==> config.mk <==
export PLATFORM = sky130hd
export DESIGN_NAME = sar_adc_control
export DESIGN_NICKNAME = d
export VERILOG_FILES = /design/src/sar_adc_pkg.sv /design/src/sar_adc_control.sv
export SDC_FILE = /design/constraint.sdc
export NUM_CORES = 1
export LEC_CHECK = 0
export ABC_CLOCK_PERIOD_IN_PS = 5900
export BUFFER_PORTS_ARGS = -buffer_cell sky130_fd_sc_hd__buf_2
export CELL_PAD_IN_SITES_DETAIL_PLACEMENT = 1
export CELL_PAD_IN_SITES_GLOBAL_PLACEMENT = 1
export CORE_AREA = 10 10 112 114
export DETAILED_ROUTE_END_ITERATION = 10
export DIE_AREA = 0 0 122 124
export GPL_ROUTABILITY_DRIVEN = 0
export PLACE_DENSITY = 0.9
export SKIP_LAST_GASP = 1
export SYNTH_ARGS = -nofsm -noshare
export SYNTH_HDL_FRONTEND = slang
export SYNTH_SLANG_ARGS = --single-unit
==> constraint.sdc <==
create_clock -name core_clk -period 5.9 [get_ports core_clk]
set_clock_uncertainty 0.05 [all_clocks]
set_input_delay 0 -clock core_clk [delete_from_list [all_inputs] [get_ports core_clk]]
set_output_delay 0 -clock core_clk [all_outputs]
set_load 0.005 [all_outputs]
==> src/sar_adc_pkg.sv <==
// Package with register map, field layout and types of the converter control block.
package sar_adc_pkg;
	localparam int RESULT_W = 11;
	localparam int ACC_W = 14;
	localparam logic [7:0] CONFIG_IDX = 8'ha9;
	localparam logic [7:0] RESULT_LOW_IDX = 8'hba;
	localparam logic [7:0] RESULT_HIGH_IDX = 8'hbb;
	localparam logic [7:0] CONTROL_IDX = 8'hce;
	localparam logic [7:0] STATUS_IDX = 8'hcf;
	localparam logic [7:0] CONFIG_RESET = 8'h00;
	localparam logic [7:0] CONTROL_RESET = 8'h00;
	localparam int CFG_POWER_BIT = 7;
	localparam int CFG_IRQEN_BIT = 6;
	localparam int CFG_JUSTIFY_BIT = 5;
	localparam int CFG_DIV_LSB = 0;
	localparam int CTL_AVG_LSB = 6;
	localparam int CTL_SEL_LSB = 4;
	localparam int CTL_START_BIT = 0;
	localparam int STS_DONE_BIT = 0;
	localparam int SETTLE_TIME_NS = 20000;
	localparam int CLK_PERIOD_NS = 10;
	localparam int SETTLE_CYCLES = (SETTLE_TIME_NS + CLK_PERIOD_NS - 1) / CLK_PERIOD_NS;
	localparam logic [1:0] SEL_INPUT_A = 2'h0;
	localparam logic [1:0] SEL_INPUT_B = 2'h1;
	localparam logic [1:0] SEL_TEMPERATURE = 2'h2;
	localparam logic [1:0] SEL_SUPPLY_FIFTH = 2'h3;

	typedef enum logic [1:0] {
		ST_IDLE = 2'b00,
		ST_SAMPLE = 2'b01,
		ST_WAIT = 2'b10,
		ST_FINISH = 2'b11
	} conv_state_e;

	typedef struct packed {
		logic powerOn;
		logic [1:0] inputSelect;
		logic sampleStart;
		logic convClk;
	} core_ctrl_s;

	typedef struct packed {
		logic sampleDone;
		logic [RESULT_W-1:0] sampleData;
	} core_result_s;
endpackage : sar_adc_pkg

==> src/sar_adc_control.sv <==
// Register file, prescaler, averaging sequencer and result path of the converter control.
`timescale 1ns/10ps
// Functional notes
// - Eleven-bit result, four selectable inputs.
// - Power bit enables converter, clear powers down.
// - Done interrupt only when enable bit set.
// - Left justify: high eight bits, low top three.
// - Right justify: high low three, low eight.
// - Divide field gives clock divided 2 to 256.
// - Averaging field 1,2,4,8 samples, resets 00.
// - Select field change applies at once, even mid-average.
// - Select field routes A, B, temperature, supply fifth.
// - Done flag set in the same cycle as both bytes are written.
// - Reading low byte clears done flag.
// - No result update while done flag set, unless the low byte is read in that cycle.
// - Writing start bit begins a conversion.
// - Start bit stays high, clears when done.
// - Result bytes are read-only.
module sar_adc_control
	import sar_adc_pkg::*;
#(
	parameter int ADDR_W = 10
) (
	input wire logic core_clk,
	input wire logic nrst,
	input wire logic [ADDR_W-1:0] address,
	input wire logic read,
	input wire logic write,
	input wire logic [31:0] writedata,
	input wire logic [3:0] byteenable,
	output logic [31:0] readdata,
	output logic waitrequest,
	output logic convIrq,
	output core_ctrl_s coreCtrl,
	input wire core_result_s coreResult
);
	initial begin
		if (ADDR_W < 10) begin
			$error("ADDR_W must be at least 10 to reach the register map.");
		end
	end

	logic [7:0] configReg;
	logic [7:0] next_configReg;
	logic [1:0] averageCount;
	logic [1:0] next_averageCount;
	logic [1:0] inputSelect;
	logic [1:0] next_inputSelect;
	logic swConvertTrigger;
	logic next_swConvertTrigger;
	logic conversionDoneFlag;
	logic next_conversionDoneFlag;
	logic [7:0] resultLowByte;
	logic [7:0] next_resultLowByte;
	logic [7:0] resultHighByte;
	logic [7:0] next_resultHighByte;
	logic busAck;
	logic next_busAck;
	logic [31:0] next_readdata;
	conv_state_e state;
	conv_state_e next_state;
	logic [ACC_W-1:0] accum;
	logic [ACC_W-1:0] next_accum;
	logic [3:0] samplesLeft;
	logic [3:0] next_samplesLeft;
	logic [1:0] avgLatched;
	logic [1:0] next_avgLatched;
	logic [7:0] divCount;
	logic [7:0] next_divCount;
	logic convClk;
	logic next_convClk;
	logic sampleStart;
	logic next_sampleStart;

	logic accessDone;
	logic writeDone;
	logic readDone;
	logic [7:0] wordIdx;
	logic idxAligned;
	logic powerOn;
	logic [7:0] divLimit;
	logic [RESULT_W-1:0] mean;
	logic finishing;

	assign wordIdx = address[9:2];
	assign idxAligned = (address[1:0] == 2'h0) && (address[ADDR_W-1:2] == (ADDR_W-2)'(wordIdx));
	assign accessDone = (read || write) && busAck;
	assign writeDone = write && busAck && byteenable[0] && idxAligned;
	assign readDone = read && busAck && idxAligned;
	assign waitrequest = (read || write) && !busAck;
	assign powerOn = configReg[CFG_POWER_BIT];
	assign divLimit = 8'((9'h001 << configReg[CFG_DIV_LSB +: 3]) - 9'h001);
	assign mean = RESULT_W'(accum >> avgLatched);
	assign finishing = (state == ST_FINISH);

	always_comb begin
		coreCtrl.powerOn = powerOn;
		coreCtrl.inputSelect = inputSelect;
		coreCtrl.sampleStart = sampleStart;
		coreCtrl.convClk = convClk;
		convIrq = conversionDoneFlag && configReg[CFG_IRQEN_BIT];
	end

	always_comb begin
		next_busAck = (read || write) && !busAck;
		next_readdata = readdata;
		next_configReg = configReg;
		next_averageCount = averageCount;
		next_inputSelect = inputSelect;
		if (read && !busAck) begin
			next_readdata = 32'h0000_0000;
			if (address[1:0] == 2'h0) begin
				case (wordIdx)
					CONFIG_IDX: next_readdata[7:0] = configReg;
					RESULT_LOW_IDX: next_readdata[7:0] = resultLowByte;
					RESULT_HIGH_IDX: next_readdata[7:0] = resultHighByte;
					CONTROL_IDX: begin
						next_readdata[CTL_AVG_LSB +: 2] = averageCount;
						next_readdata[CTL_SEL_LSB +: 2] = inputSelect;
						next_readdata[CTL_START_BIT] = swConvertTrigger;
					end
					STATUS_IDX: next_readdata[STS_DONE_BIT] = conversionDoneFlag;
					default: next_readdata = 32'h0000_0000;
				endcase
			end
		end
		if (writeDone && wordIdx == CONFIG_IDX) begin
			next_configReg = writedata[7:0] & 8'he7;
		end
		if (writeDone && wordIdx == CONTROL_IDX) begin
			next_averageCount = writedata[CTL_AVG_LSB +: 2];
			next_inputSelect = writedata[CTL_SEL_LSB +: 2];
		end
	end

	always_ff @(posedge core_clk) begin
		if (!nrst) begin
			busAck <= 1'b0;
			readdata <= 32'h0000_0000;
			configReg <= CONFIG_RESET;
			averageCount <= CONTROL_RESET[CTL_AVG_LSB +: 2];
			inputSelect <= CONTROL_RESET[CTL_SEL_LSB +: 2];
		end else begin
			busAck <= next_busAck;
			readdata <= next_readdata;
			configReg <= next_configReg;
			averageCount <= next_averageCount;
			inputSelect <= next_inputSelect;
		end
	end

	always_comb begin
		next_divCount = divCount + 8'h01;
		next_convClk = convClk;
		if (!powerOn) begin
			next_divCount = 8'h00;
			next_convClk = 1'b0;
		end else if (divCount >= divLimit) begin
			next_divCount = 8'h00;
			next_convClk = !convClk;
		end
	end

	always_ff @(posedge core_clk) begin
		if (!nrst) begin
			divCount <= 8'h00;
			convClk <= 1'b0;
		end else begin
			divCount <= next_divCount;
			convClk <= next_convClk;
		end
	end

	always_comb begin
		next_state = state;
		next_accum = accum;
		next_samplesLeft = samplesLeft;
		next_avgLatched = avgLatched;
		next_sampleStart = 1'b0;
		next_swConvertTrigger = swConvertTrigger;
		next_conversionDoneFlag = conversionDoneFlag;
		next_resultLowByte = resultLowByte;
		next_resultHighByte = resultHighByte;
		if (readDone && wordIdx == RESULT_LOW_IDX) begin
			next_conversionDoneFlag = 1'b0;
		end
		case (state)
			ST_IDLE: begin
				if (writeDone && wordIdx == CONTROL_IDX && writedata[CTL_START_BIT]) begin
					if (powerOn) begin
						next_swConvertTrigger = 1'b1;
						next_avgLatched = writedata[CTL_AVG_LSB +: 2];
						next_samplesLeft = 4'(4'h1 << writedata[CTL_AVG_LSB +: 2]);
						next_accum = '0;
						next_state = ST_SAMPLE;
					end
				end
			end
			ST_SAMPLE: begin
				next_sampleStart = 1'b1;
				next_state = ST_WAIT;
			end
			ST_WAIT: begin
				if (coreResult.sampleDone) begin
					next_accum = accum + ACC_W'(coreResult.sampleData);
					next_samplesLeft = samplesLeft - 4'h1;
					if (samplesLeft == 4'h1) begin
						next_state = ST_FINISH;
					end else begin
						next_state = ST_SAMPLE;
					end
				end
			end
			ST_FINISH: begin
				next_swConvertTrigger = 1'b0;
				next_state = ST_IDLE;
				if (!conversionDoneFlag || (readDone && wordIdx == RESULT_LOW_IDX)) begin
					if (configReg[CFG_JUSTIFY_BIT]) begin
						next_resultHighByte = mean[10:3];
						next_resultLowByte = {mean[2:0], 5'h00};
					end else begin
						next_resultHighByte = {5'h00, mean[10:8]};
						next_resultLowByte = mean[7:0];
					end
					next_conversionDoneFlag = 1'b1;
				end
			end
			default: next_state = ST_IDLE;
		endcase
		if (!powerOn && state != ST_IDLE) begin
			next_state = ST_IDLE;
			next_swConvertTrigger = 1'b0;
			next_sampleStart = 1'b0;
			next_conversionDoneFlag = conversionDoneFlag && !(readDone && wordIdx == RESULT_LOW_IDX);
			next_resultLowByte = resultLowByte;
			next_resultHighByte = resultHighByte;
		end
	end

	always_ff @(posedge core_clk) begin
		if (!nrst) begin
			state <= ST_IDLE;
			accum <= '0;
			samplesLeft <= 4'h0;
			avgLatched <= 2'h0;
			sampleStart <= 1'b0;
			swConvertTrigger <= CONTROL_RESET[CTL_START_BIT];
			conversionDoneFlag <= 1'b0;
			resultLowByte <= 8'h00;
			resultHighByte <= 8'h00;
		end else begin
			state <= next_state;
			accum <= next_accum;
			samplesLeft <= next_samplesLeft;
			avgLatched <= next_avgLatched;
			sampleStart <= next_sampleStart;
			swConvertTrigger <= next_swConvertTrigger;
			conversionDoneFlag <= next_conversionDoneFlag;
			resultLowByte <= next_resultLowByte;
			resultHighByte <= next_resultHighByte;
		end
	end
endmodule : sar_adc_control

==> results of run 1 <==
[cell type report]
cell class	instances	share of cell area [%]
multi-input combinational	415	55.1
sequential	69	28.2
timing repair buffer	60	7.32
tap	136	3.48
clock buffer	9	2.53
clock inverter	7	2.51
inverter	11	0.844
[synth_stat cells, drive strengths merged, types with 2 or more instances]
master / instances
nor3: 8
buf: 32
nand3b: 5
a21oi: 29
o211a: 3
o211ai: 3
o21bai: 2
nor2: 42
clkbuf: 24
o31ai: 2
nand2b: 5
conb: 2
nand2: 51
mux2i: 18
a22o: 2
and4b: 2
nor3b: 7
a22oi: 6
and3: 5
a31oi: 3
a211oi: 10
nand4: 10
or2: 2
a222oi: 2
mux2: 3
ha: 23
xor2: 11
a221oi: 2
and2: 9
nand3: 30
o21ai: 16
or3: 3
nor4: 2
and4: 2
nor2b: 20
or4b: 2
a21o: 7
a21boi: 23
xnor2: 5
dfxtp: 69
inv: 11
[kinds of logic (layout without fill, tap and decap cells)]
group / count (synthesis) / count (layout) / share of synthesized area [%]
AO/OA/AOI/OAI: 119 / 119 / 18.6
XOR/XNOR: 16 / 16 / 3.22
adder cells (fa/ha/maj): 25 / 25 / 7.30
buffers and inverters: 67 / 87 / 8.37
flip-flops: 69 / 69 / 31.7
multiplexers: 22 / 22 / 5.43
other: 2 / 25 / 0.173
AND/OR/NAND/NOR: 208 / 208 / 25.2
[per-stage QoR]
| step | std cells | cell area (um2) | utilization [%] | worst slack, ns | hold slack, ns |
|---|---|---|---|---|---|
| after CTS | 707 | 4890 | 47.8 | 2.85 | 0.000302 |
| after floorplan | 551 | 4440 | - | 3.15 | 0.0726 |
| after global routing | 707 | 4890 | 47.8 | 2.61 | 0.0433 |
| final | 707 | 4890 | 47.8 | 2.81 | 0.0237 |
| after global placement | 680 | 4530 | 44.3 | 3.02 | 0.208 |
| after detailed placement | 680 | 4530 | 44.3 | 2.87 | 0.235 |
[worst register-to-register path, cell delays in order (launching register included)]
cell and delay [ns]:
dfxtp_1 0.41, or3_1 0.43, ha_1 0.29, xnor2_1 0.17
ha_1 0.21, a2111oi_0 0.41, nor4_1 0.11, a211oi_1 0.40
nand3_1 0.33, nor2_1 0.21
[per-layer routing]
| layer | track usage (%) | vias to the layer above | routed length [um] |
|---|---|---|---|
| met3 | 3.08 | 15 | 489 |
| met5 | 0 | - | 0 |
| met2 | 29.9 | 74 | 6260 |
| met1 | 19.0 | 1919 | 5380 |
| met4 | 5.29 | 0 | 155 |
| li1 | - | 1909 | - |
[layout by cell type, fill, tap and decap left out, types with 5 or more instances in the layout]
cell type / Yosys / layout
xor2_1: 11 / 11
nor2b_1: 20 / 20
nor3b_1: 7 / 7
buf_2: 3 / 48
inv_1: 11 / 11
a21oi_1: 29 / 29
nor3_1: 8 / 8
a22oi_1: 6 / 6
nand4_1: 9 / 9
nand2_1: 51 / 51
a211oi_1: 10 / 10
and3_1: 5 / 5
nand3b_1: 5 / 5
conb_1: 2 / 25
nand2b_1: 5 / 5
a21boi_0: 21 / 21
and2_1: 9 / 9
mux2i_1: 18 / 18
dfxtp_1: 69 / 69
o21ai_0: 16 / 16
nor2_1: 42 / 42
nand3_1: 30 / 30
clkbuf_8: 0 / 9
ha_1: 23 / 23
a21o_1: 7 / 7
dlygate4sd3_1: 0 / 11
xnor2_1: 5 / 5
[registers in the layout, summed over array words and instances (netlist names), 2 cells and up]
name / flops
accum: 14
averageCount: 2
avgLatched: 2
configReg: 6
divCount: 8
inputSelect: 2
readdata: 8
resultHighByte: 8
resultLowByte: 8
samplesLeft: 4
state: 2
[report_power, final]
group          switching, mW  internal, mW  total, mW
sequential          0.000434         0.466      0.466
combinational         0.0351        0.0259     0.0610
clock                  0.195         0.283      0.478
total                  0.231         0.774       1.01
[timing repair]
| item | 4_1_cts | 5_1_grt |
|---|---|---|
| hold buffers | 11 | 0 |
| setup buffers | 0 | 0 |
| hold endpoints to repair | 16 | 0 |
[worst min-delay path by stage]
stage                       from             end  slack [ns]  depth (start not counted)
CTS                         read          busAck      0.0003                          4
global placement    writedata[4]  inputSelect[0]        0.21                          3
floorplan                   read     waitrequest        0.07                          2
detailed placement  writedata[2]    configReg[2]        0.23                          3
global route                read          busAck        0.04                          4
finish                      read          busAck        0.02                          4
==> metrics.txt, run 1 <==
maxcap violations=0; worst slew pin tran=about 1.1 ns; H-tree levels=3; Slowest cell on crit path=or3_1; Pwr Total=1.01 mW; initial antenna violation count=0; Yosys top cell area share=between 30% and 40%; Critical R2R Launch=configReg[0]; CTS tree=built; core area=around 10,000 um2; Post-Syn Area=about 4400 um2; Seq/Total Area, Yosys=about a third; layout cells sized above 1=between 10% and 20%; global route total overflow=0; vias in the first global route=a little over 4,000; DP HPWL=a little over 9000 um; I/O pin total=approximately 100; Pre-antenna DRT Iters=5; CP top delay family=simple AND/OR/NAND/NOR gates; die area=15,100 um2; slew margin rel.=25.4%; Hold Path Class=primary input to flip-flop; area of the multi-input gates=~2700 um2; Longest Clk Path Bufs=2; worst path arrival time=~3.3 ns; FF-to-FF path depth=9; pin count of the biggest net entering global routing=between 60 and 70; CP most frequent cell=ha_1; post-synthesis cell count=528; Starting Density=between 40% and 50%; Critical Path RT=6.12 ns; Power Density=206 nW/um2; via count=~3,900; Port Buf Inserts=48; critical path buffer and inverter count=0; RSZ-0062 raised after global routing=no; CP max FO=8; Total GRT Usage=16.5%; WP depth=9; synthesized area per cell=just over 8 um2; Peak VDD IR=approximately 0.13 mV; first-pass GRT wire length=between 20,000 and 25,000 um; Final setup viols=0; crit path capture=divCount[1]; Max stage delay on crit path=~0.43 ns; Slew Limit Fails=0; DRC violations left=0; Startpoint Class=flip-flop; cell taking the most area after synthesis=dfxtp_1; min cycle time layout=about 3.1 ns; async set or reset register ratio after synthesis=0%; area grow syn2layout=12.4%; top cells by area, synth=dfxtp_1 (32%), ha_1 (6.6%), buf_4 (4.7%); Clock Root Buffer=clkbuf_8; # clock sinks=69; die width=122 um; CP Capture Type=flip-flop; post-route ant nets=0; #FFs+latches synth=between 60 and 70; post-DR vias/cell=around 5.5; filler instances=1,247; distinct cell type count after synthesis=between 60 and 70; antenna cell count=0; r2r endpoint=divCount[1]; Most used DFF post-synth=dfxtp_1; Lkg Pwr=1.95 nW; FF-to-FF setup slack=~2.8 ns; Ys Warns=0; Setup TNS Final=0 ns; Post-synth EDFFs=0; status=finished clean; row count=37; drt initial violations=about 230; fmax=approximately 320 MHz; WS Path Type=flip-flop to flip-flop; Hold Fails Final Rpt=0; Routed WL=between 10,000 and 15,000 um; Die Y=between 100 and 150 um; later-pin clock latency in the skew report=0.35 ns; crit path launch=configReg[0]; period utilization=roughly 52%; Nets=around 650; Reg clk slew, reported paths=around 0.080 ns; total CTS buffers=9; cell chain of the critical path=or3_1, ha_1, xnor2_1, ha_1, a2111oi_0, nor4_1, a211oi_1, nand3_1, nor2_1; wire per inst=around 17 um; post-cts repair resize count=0; Storage cell area=between 1000 and 1500 um2
No activity file was read; power rests on OpenSTA's default activity.
==> run 2: changes to the inputs <==
- ABC_AREA: default -> 1
- ABC_CLOCK_PERIOD_IN_PS: 5900 -> 3110
- CORE_AREA: 10 10 112 114 -> 10 10 122 124
- DIE_AREA: 0 0 122 124 -> 0 0 132 134
- PLACE_DENSITY: 0.9 -> 0.85
- clock period: 5.9 -> 3.11 ns (I/O delays scaled with it)
==> metrics.txt, run 2 <==
first-pass GRT wire length=~23,000 um; post-layout util=42.3%; slew margin rel.=roughly 32%; Post-Syn Area=around 4600 um2; Placed Cells=around 910; FF-to-FF setup slack=0.45 ns; Pre-antenna DRT Iters=4; Clock Root Buffer=clkbuf_16; fraction of the mapped netlist area in simple logic gates=~36%; die area=between 15,000 and 20,000 um2; Pwr Total=approximately 2.1 mW; routing usage on met2=about a quarter; post-route ant nets=0; Setup TNS Final=0 ns; status=finished clean; Final setup viols=0; cell taking the most area after synthesis=dfxtp_1; Most used DFF post-synth=dfxtp_1; Starting Density=approximately 37%; area grow syn2layout=14.4%; post-synthesis mux area share=0%; synthesized area per cell=between 6 and 7 um2; crit path capture=divCount[7]; WS Path Type=flip-flop to flip-flop; antenna cell count=0; commonest non-fill, non-tap cells in the layout=nand2_1 (183), nor2_1 (74), dfxtp_1 (69); M1 GR Usage=between 15 and 20%; wire per inst=14.1 um; Post-synth EDFFs=0; Power Density=a little under 400 nW/um2; Startpoint Class=flip-flop; Nets=845; global route total overflow=0; Yosys top cell area share=between 20 and 30%; later-pin clock latency in the skew report=between 0.3 and 0.4 ns; FF-to-FF path depth=12; worst path arrival time=between 2 and 3 ns; core area=about 12,000 um2; largest family of logic cells by synthesized area=simple AND/OR/NAND/NOR gates; CP max FO=8; Seq/Total Area, Yosys=between 20% and 30%; crit path launch=configReg[0]; maxcap violations=0; # clock sinks=69; filler instances=1,703; Synth Area in Compound Gates=between 10 and 15%; design area=around 5300 um2; vias in the first global route=4,818; most frequent cell after synthesis=nand2_1; CP Capture Type=flip-flop; Slew Limit Fails=0; DP HPWL=~10,000 um; fmax=between 300 and 400 MHz; Synth Area in XOR/XNOR=under 10%; Critical Path RT=3.32 ns; max FFs per register=14; DP Area=approximately 4800 um2; Ys Warns=0; Reg clk slew, reported paths=roughly 0.06 ns; #FFs+latches synth=69; Critical R2R Launch=configReg[0]; CTS tree=built; Lkg Pwr=about 2.4 nW; RSZ-0062 raised after global routing=no; commonest non-fill, non-tap cell in the layout=nand2_1; post-synthesis cell count=roughly 700; row count=between 40 and 50; total CTS buffers=9; largest register by flop count=accum; async set or reset register ratio after synthesis=0%; initial antenna violation count=0; distinct cell type count after synthesis=between 40 and 50; period utilization=85.5%; r2r endpoint=divCount[7]; met3 GRT Util=approximately 2.3%; Total GRT Usage=15.1%; layout cells sized above 1=roughly an eighth; min cycle time layout=2.66 ns; post-cts repair resize count=0; Die Y=between 100 and 150 um; post-DR vias/cell=approximately 4.9; die width=roughly 130 um; pin count of the biggest net entering global routing=31; drt initial violations=200; Hold Path Class=primary input to flip-flop; Longest Clk Path Bufs=2; worst slew pin tran=~1.0 ns; DRC violations left=0; area share of fa/ha/maj cells after synthesis=roughly 6.7%; Finished Layout Cells=935; Port Buf Inserts=48; Peak VDD IR=between 0.2 and 0.25 mV; Top Usage Layer GRT=met2; Routed WL=13,200 um; Hold Fails Final Rpt=0; I/O pin total=roughly 100; H-tree levels=3; synth cell count leaders=nand2_1 (183), nor2_1 (74), dfxtp_1 (69); top cells by area, synth=dfxtp_1 (30%), nand2_1 (15%), nand3_1 (7.4%); via count=approximately 4,600
==> run 2: cell types whose count changed in the layout (fill, tap and decap cells not counted), moves of 8 or more <==
cell	delta
nand2_1	+132
inv_1	+52
nand3_1	+38
a21oi_1	+37
nor2_1	+32
o21ai_1	+25
a21boi_0	-21
nor2b_1	-20
mux2i_1	-18
clkbuf_16	+9
a211oi_1	-8
==> run 2: per-layer routing <==
metal | routed length (um) | up-vias
met1 | 6110 | 2154
met3 | 337 | 19
met5 | 0 | -
met4 | 254 | 0
li1 | - | 2348
met2 | 6460 | 67
==> run 2: power by group <==
group	total [mW]	internal, mW	switching (mW)
Clock	1.04	0.657	0.379
Sequential	0.886	0.885	0.00125
Combinational	0.131	0.0487	0.0824
==> run 2: worst min-delay path by stage <==
stage,cells after the start,slack [ns],from,end
6_report,4,0.02,coreResult[0],accum[0]
5_1_grt,4,0.04,coreResult[0],accum[0]
4_1_cts,4,0.01,coreResult[0],accum[0]
3_3_place_gp,3,0.20,writedata[4],inputSelect[0]
2_1_floorplan,2,0.08,read,waitrequest
3_5_place_dp,3,0.22,writedata[4],inputSelect[0]
==> run 2: cell families after synthesis <==
group	after synthesis
AOI/OAI and AO/OA	116
xor gates and xnor gates	9
adders and majority gates	24
buffers and inverters	117
DFF	69
other	2
and+or+nand+nor	373
==> run 2: layout make-up <==
| type | count | area, um2 | share of cell area (%) |
|---|---|---|---|
| inverters | 70 | 263 | 4.98 |
| repair buffers | 62 | 378 | 7.16 |
| multi-input cells | 547 | 2740 | 51.9 |
| well taps | 172 | 215 | 4.08 |
| flip-flops and latches | 69 | 1380 | 26.2 |
| clock inverters | 4 | 47.5 | 0.901 |
| clock buffers | 11 | 253 | 4.79 |
==> run 2: repair_timing <==
item | 4_1_cts | 5_1_grt
hold endpoints to repair | 13 | 0
buffers inserted | 0 | 0
hold buffers | 13 | 0
endpoints found under the setup margin | 0 | 0
==> run 2: worst max-delay path, stage by stage (launching register included) <==
cell and delay (ns):
dfxtp_1 0.44, nor2_1 0.11, nand2_1 0.09, ha_1 0.17
inv_1 0.07, nor2_1 0.18, o221ai_1 0.14, ha_1 0.30
nand2_1 0.08, nor2_1 0.05, nor3_1 0.30, nand4_1 0.38
a21oi_1 0.23
==> run 2: through the flow <==
step                      hold WS, ns  setup WS [ns]
final                          0.0223          0.450
after detailed placement        0.216          0.502
after floorplan                0.0770           1.01
after CTS                     0.00959          0.484
after global placement          0.201          0.616
after global routing           0.0436          0.182
==> run 3: changes to the inputs <==
- BUFFER_PORTS_ARGS: -buffer_cell sky130_fd_sc_hd__buf_2 -> -buffer_cell sky130_fd_sc_hd__buf_4
==> metrics.txt, run 3 (synthesized netlist as in run 2, its figures left out) <==
CTS tree=built; status=finished clean; layout cells sized above 1=about an eighth; final worst-path setup slack=around 0.37 ns; Pwr Total=between 2 and 2.5 mW; fmax=365 MHz; CP max FO=8; slew margin rel.=~30%; Slew Limit Fails=0; Power Density=401 nW/um2; die width=around 130 um; via count=approximately 4,800; Nets=844; Critical R2R Launch=configReg[0]; worst path arrival time=roughly 3.0 ns; hold path depth=4; commonest non-fill, non-tap cells in the layout=nand2_1 (183), nor2_1 (74), dfxtp_1 (69); I/O pin total=101; post-DR vias/cell=roughly 5.1; CP Capture Type=flip-flop; row count=a little over 40; Slowest cell on crit path=dfxtp_1; Total GRT Usage=around 16%; min cycle time layout=2.74 ns; CP most frequent cell=nor2_1; drt initial violations=237; post-route ant nets=0; Critical Path RT=approximately 3.3 ns; vias in the first global route=approximately 5,100; die area=between 15,000 and 20,000 um2; Final setup viols=0; global route total overflow=0; Port Buf Inserts=48; H-tree levels=3; Startpoint Class=flip-flop; HP Start=coreResult[0]; later-pin clock latency in the skew report=between 0.3 and 0.4 ns; area grow syn2layout=17.5%; RSZ-0062 raised after global routing=no; first-pass GRT wire length=approximately 24,000 um; worst slew pin tran=between 1 and 1.5 ns; DRC violations left=0; hold_ws=slightly above 0.007 ns; period utilization=88.0%; Pre-antenna DRT Iters=4; Die Y=134 um; initial antenna violation count=1; largest register by flop count=accum; crit path launch=configReg[0]; CP top delay family=simple AND/OR/NAND/NOR gates; Peak VDD IR=between 0.3 and 0.4 mV; pre-CTS setup slack=0.486 ns; core area=between 10,000 and 15,000 um2; Clock Root Buffer=clkbuf_16; WP depth=12; pin count of the biggest net entering global routing=31; # clock sinks=just under 70; Lkg Pwr=around 2.4 nW; Routed WL=approximately 14,000 um; Starting Density=approximately 37%; total CTS buffers=9; Setup TNS Final=0 ns; cell chain of the critical path=nor2_1, nand2_1, ha_1, inv_1, nor2_1, o221ai_1, ha_1, nand2_1, nor2_1, nor3_1, nand4_1, a21oi_1; Max stage delay on crit path=around 0.45 ns; Longest Clk Path Bufs=2; post-cts repair resize count=0; maxcap violations=0; WS Path Type=flip-flop to flip-flop; max FFs per register=14; wire per inst=between 15 and 20 um; Hold Path Class=primary input to flip-flop; Reg clk slew, reported paths=around 0.06 ns; DP HPWL=around 11,000 um; FF-to-FF path depth=12; Hold Fails Final Rpt=0; critical path buffer and inverter count=1; commonest non-fill, non-tap cell in the layout=nand2_1
## run 3: cell count changes in the layout (fill, tap and decap cells not counted), sizes merged
cell,delta
clkbuf,-2
buf,-1
bufinv,+1
clkinv,+1
diode,+1
inv,+1
## run 3: layout make-up
| class | count | area, um2 |
|---|---|---|
| antenna | 1 | 2.50 |
| clock buffer | 9 | 225 |
| clock inverter | 7 | 98.8 |
| fill | 1659 | 7050 |
| inverter | 70 | 263 |
| multi-input combinational | 547 | 2740 |
| sequential | 69 | 1380 |
| tap | 172 | 215 |
| timing repair buffer | 61 | 490 |
## run 3: final timing paths
check,to,slack [ns]
worst max-delay path,divCount[7],0.37
worst min-delay path,accum[0],0.007
worst max register to register,divCount[7],0.37
worst min register to register,readdata[5],0.42
## run 3: report_power, final
group	total (mW)	switching (mW)	internal [mW]
clock	1.14	0.432	0.706
sequential	0.886	0.00123	0.885
combinational	0.147	0.0848	0.0619
## run 3: per-stage QoR
stage | instance area, um2 | utilization [%] | cells
2_1_floorplan | 4700 | - | 733
3_3_place_gp | 4960 | 39.8 | 906
3_5_place_dp | 4960 | 39.8 | 906
4_1_cts | 5410 | 43.4 | 935
5_1_grt | 5410 | 43.4 | 936
6_report | 5410 | 43.4 | 936
## run 3: worst reg2reg max path, delay by kind of cell, from the launching register on
family	cells	cell delay (ns)
buf+inv	1	0.08
compound gates	2	0.38
flops	1	0.45
fa+ha+maj	2	0.50
simple gates	7	1.22
## run 3: repair_timing
action                     CTS  global route
hold endpoints to repair    18             0
setup endpoints to repair    0             0
buffers inserted             0             0
hold buffers                13             0
## run 3: metal layers
layer | GRT usage [%] | vias to the layer above | share of wire, %
met3 | 1.83 | 36 | 2.4
met2 | 28.8 | 97 | 50
met5 | 0 | - | 0
met1 | 18.5 | 2273 | 45
li1 | - | 2347 | -
met4 | 8.47 | 0 | 3.2
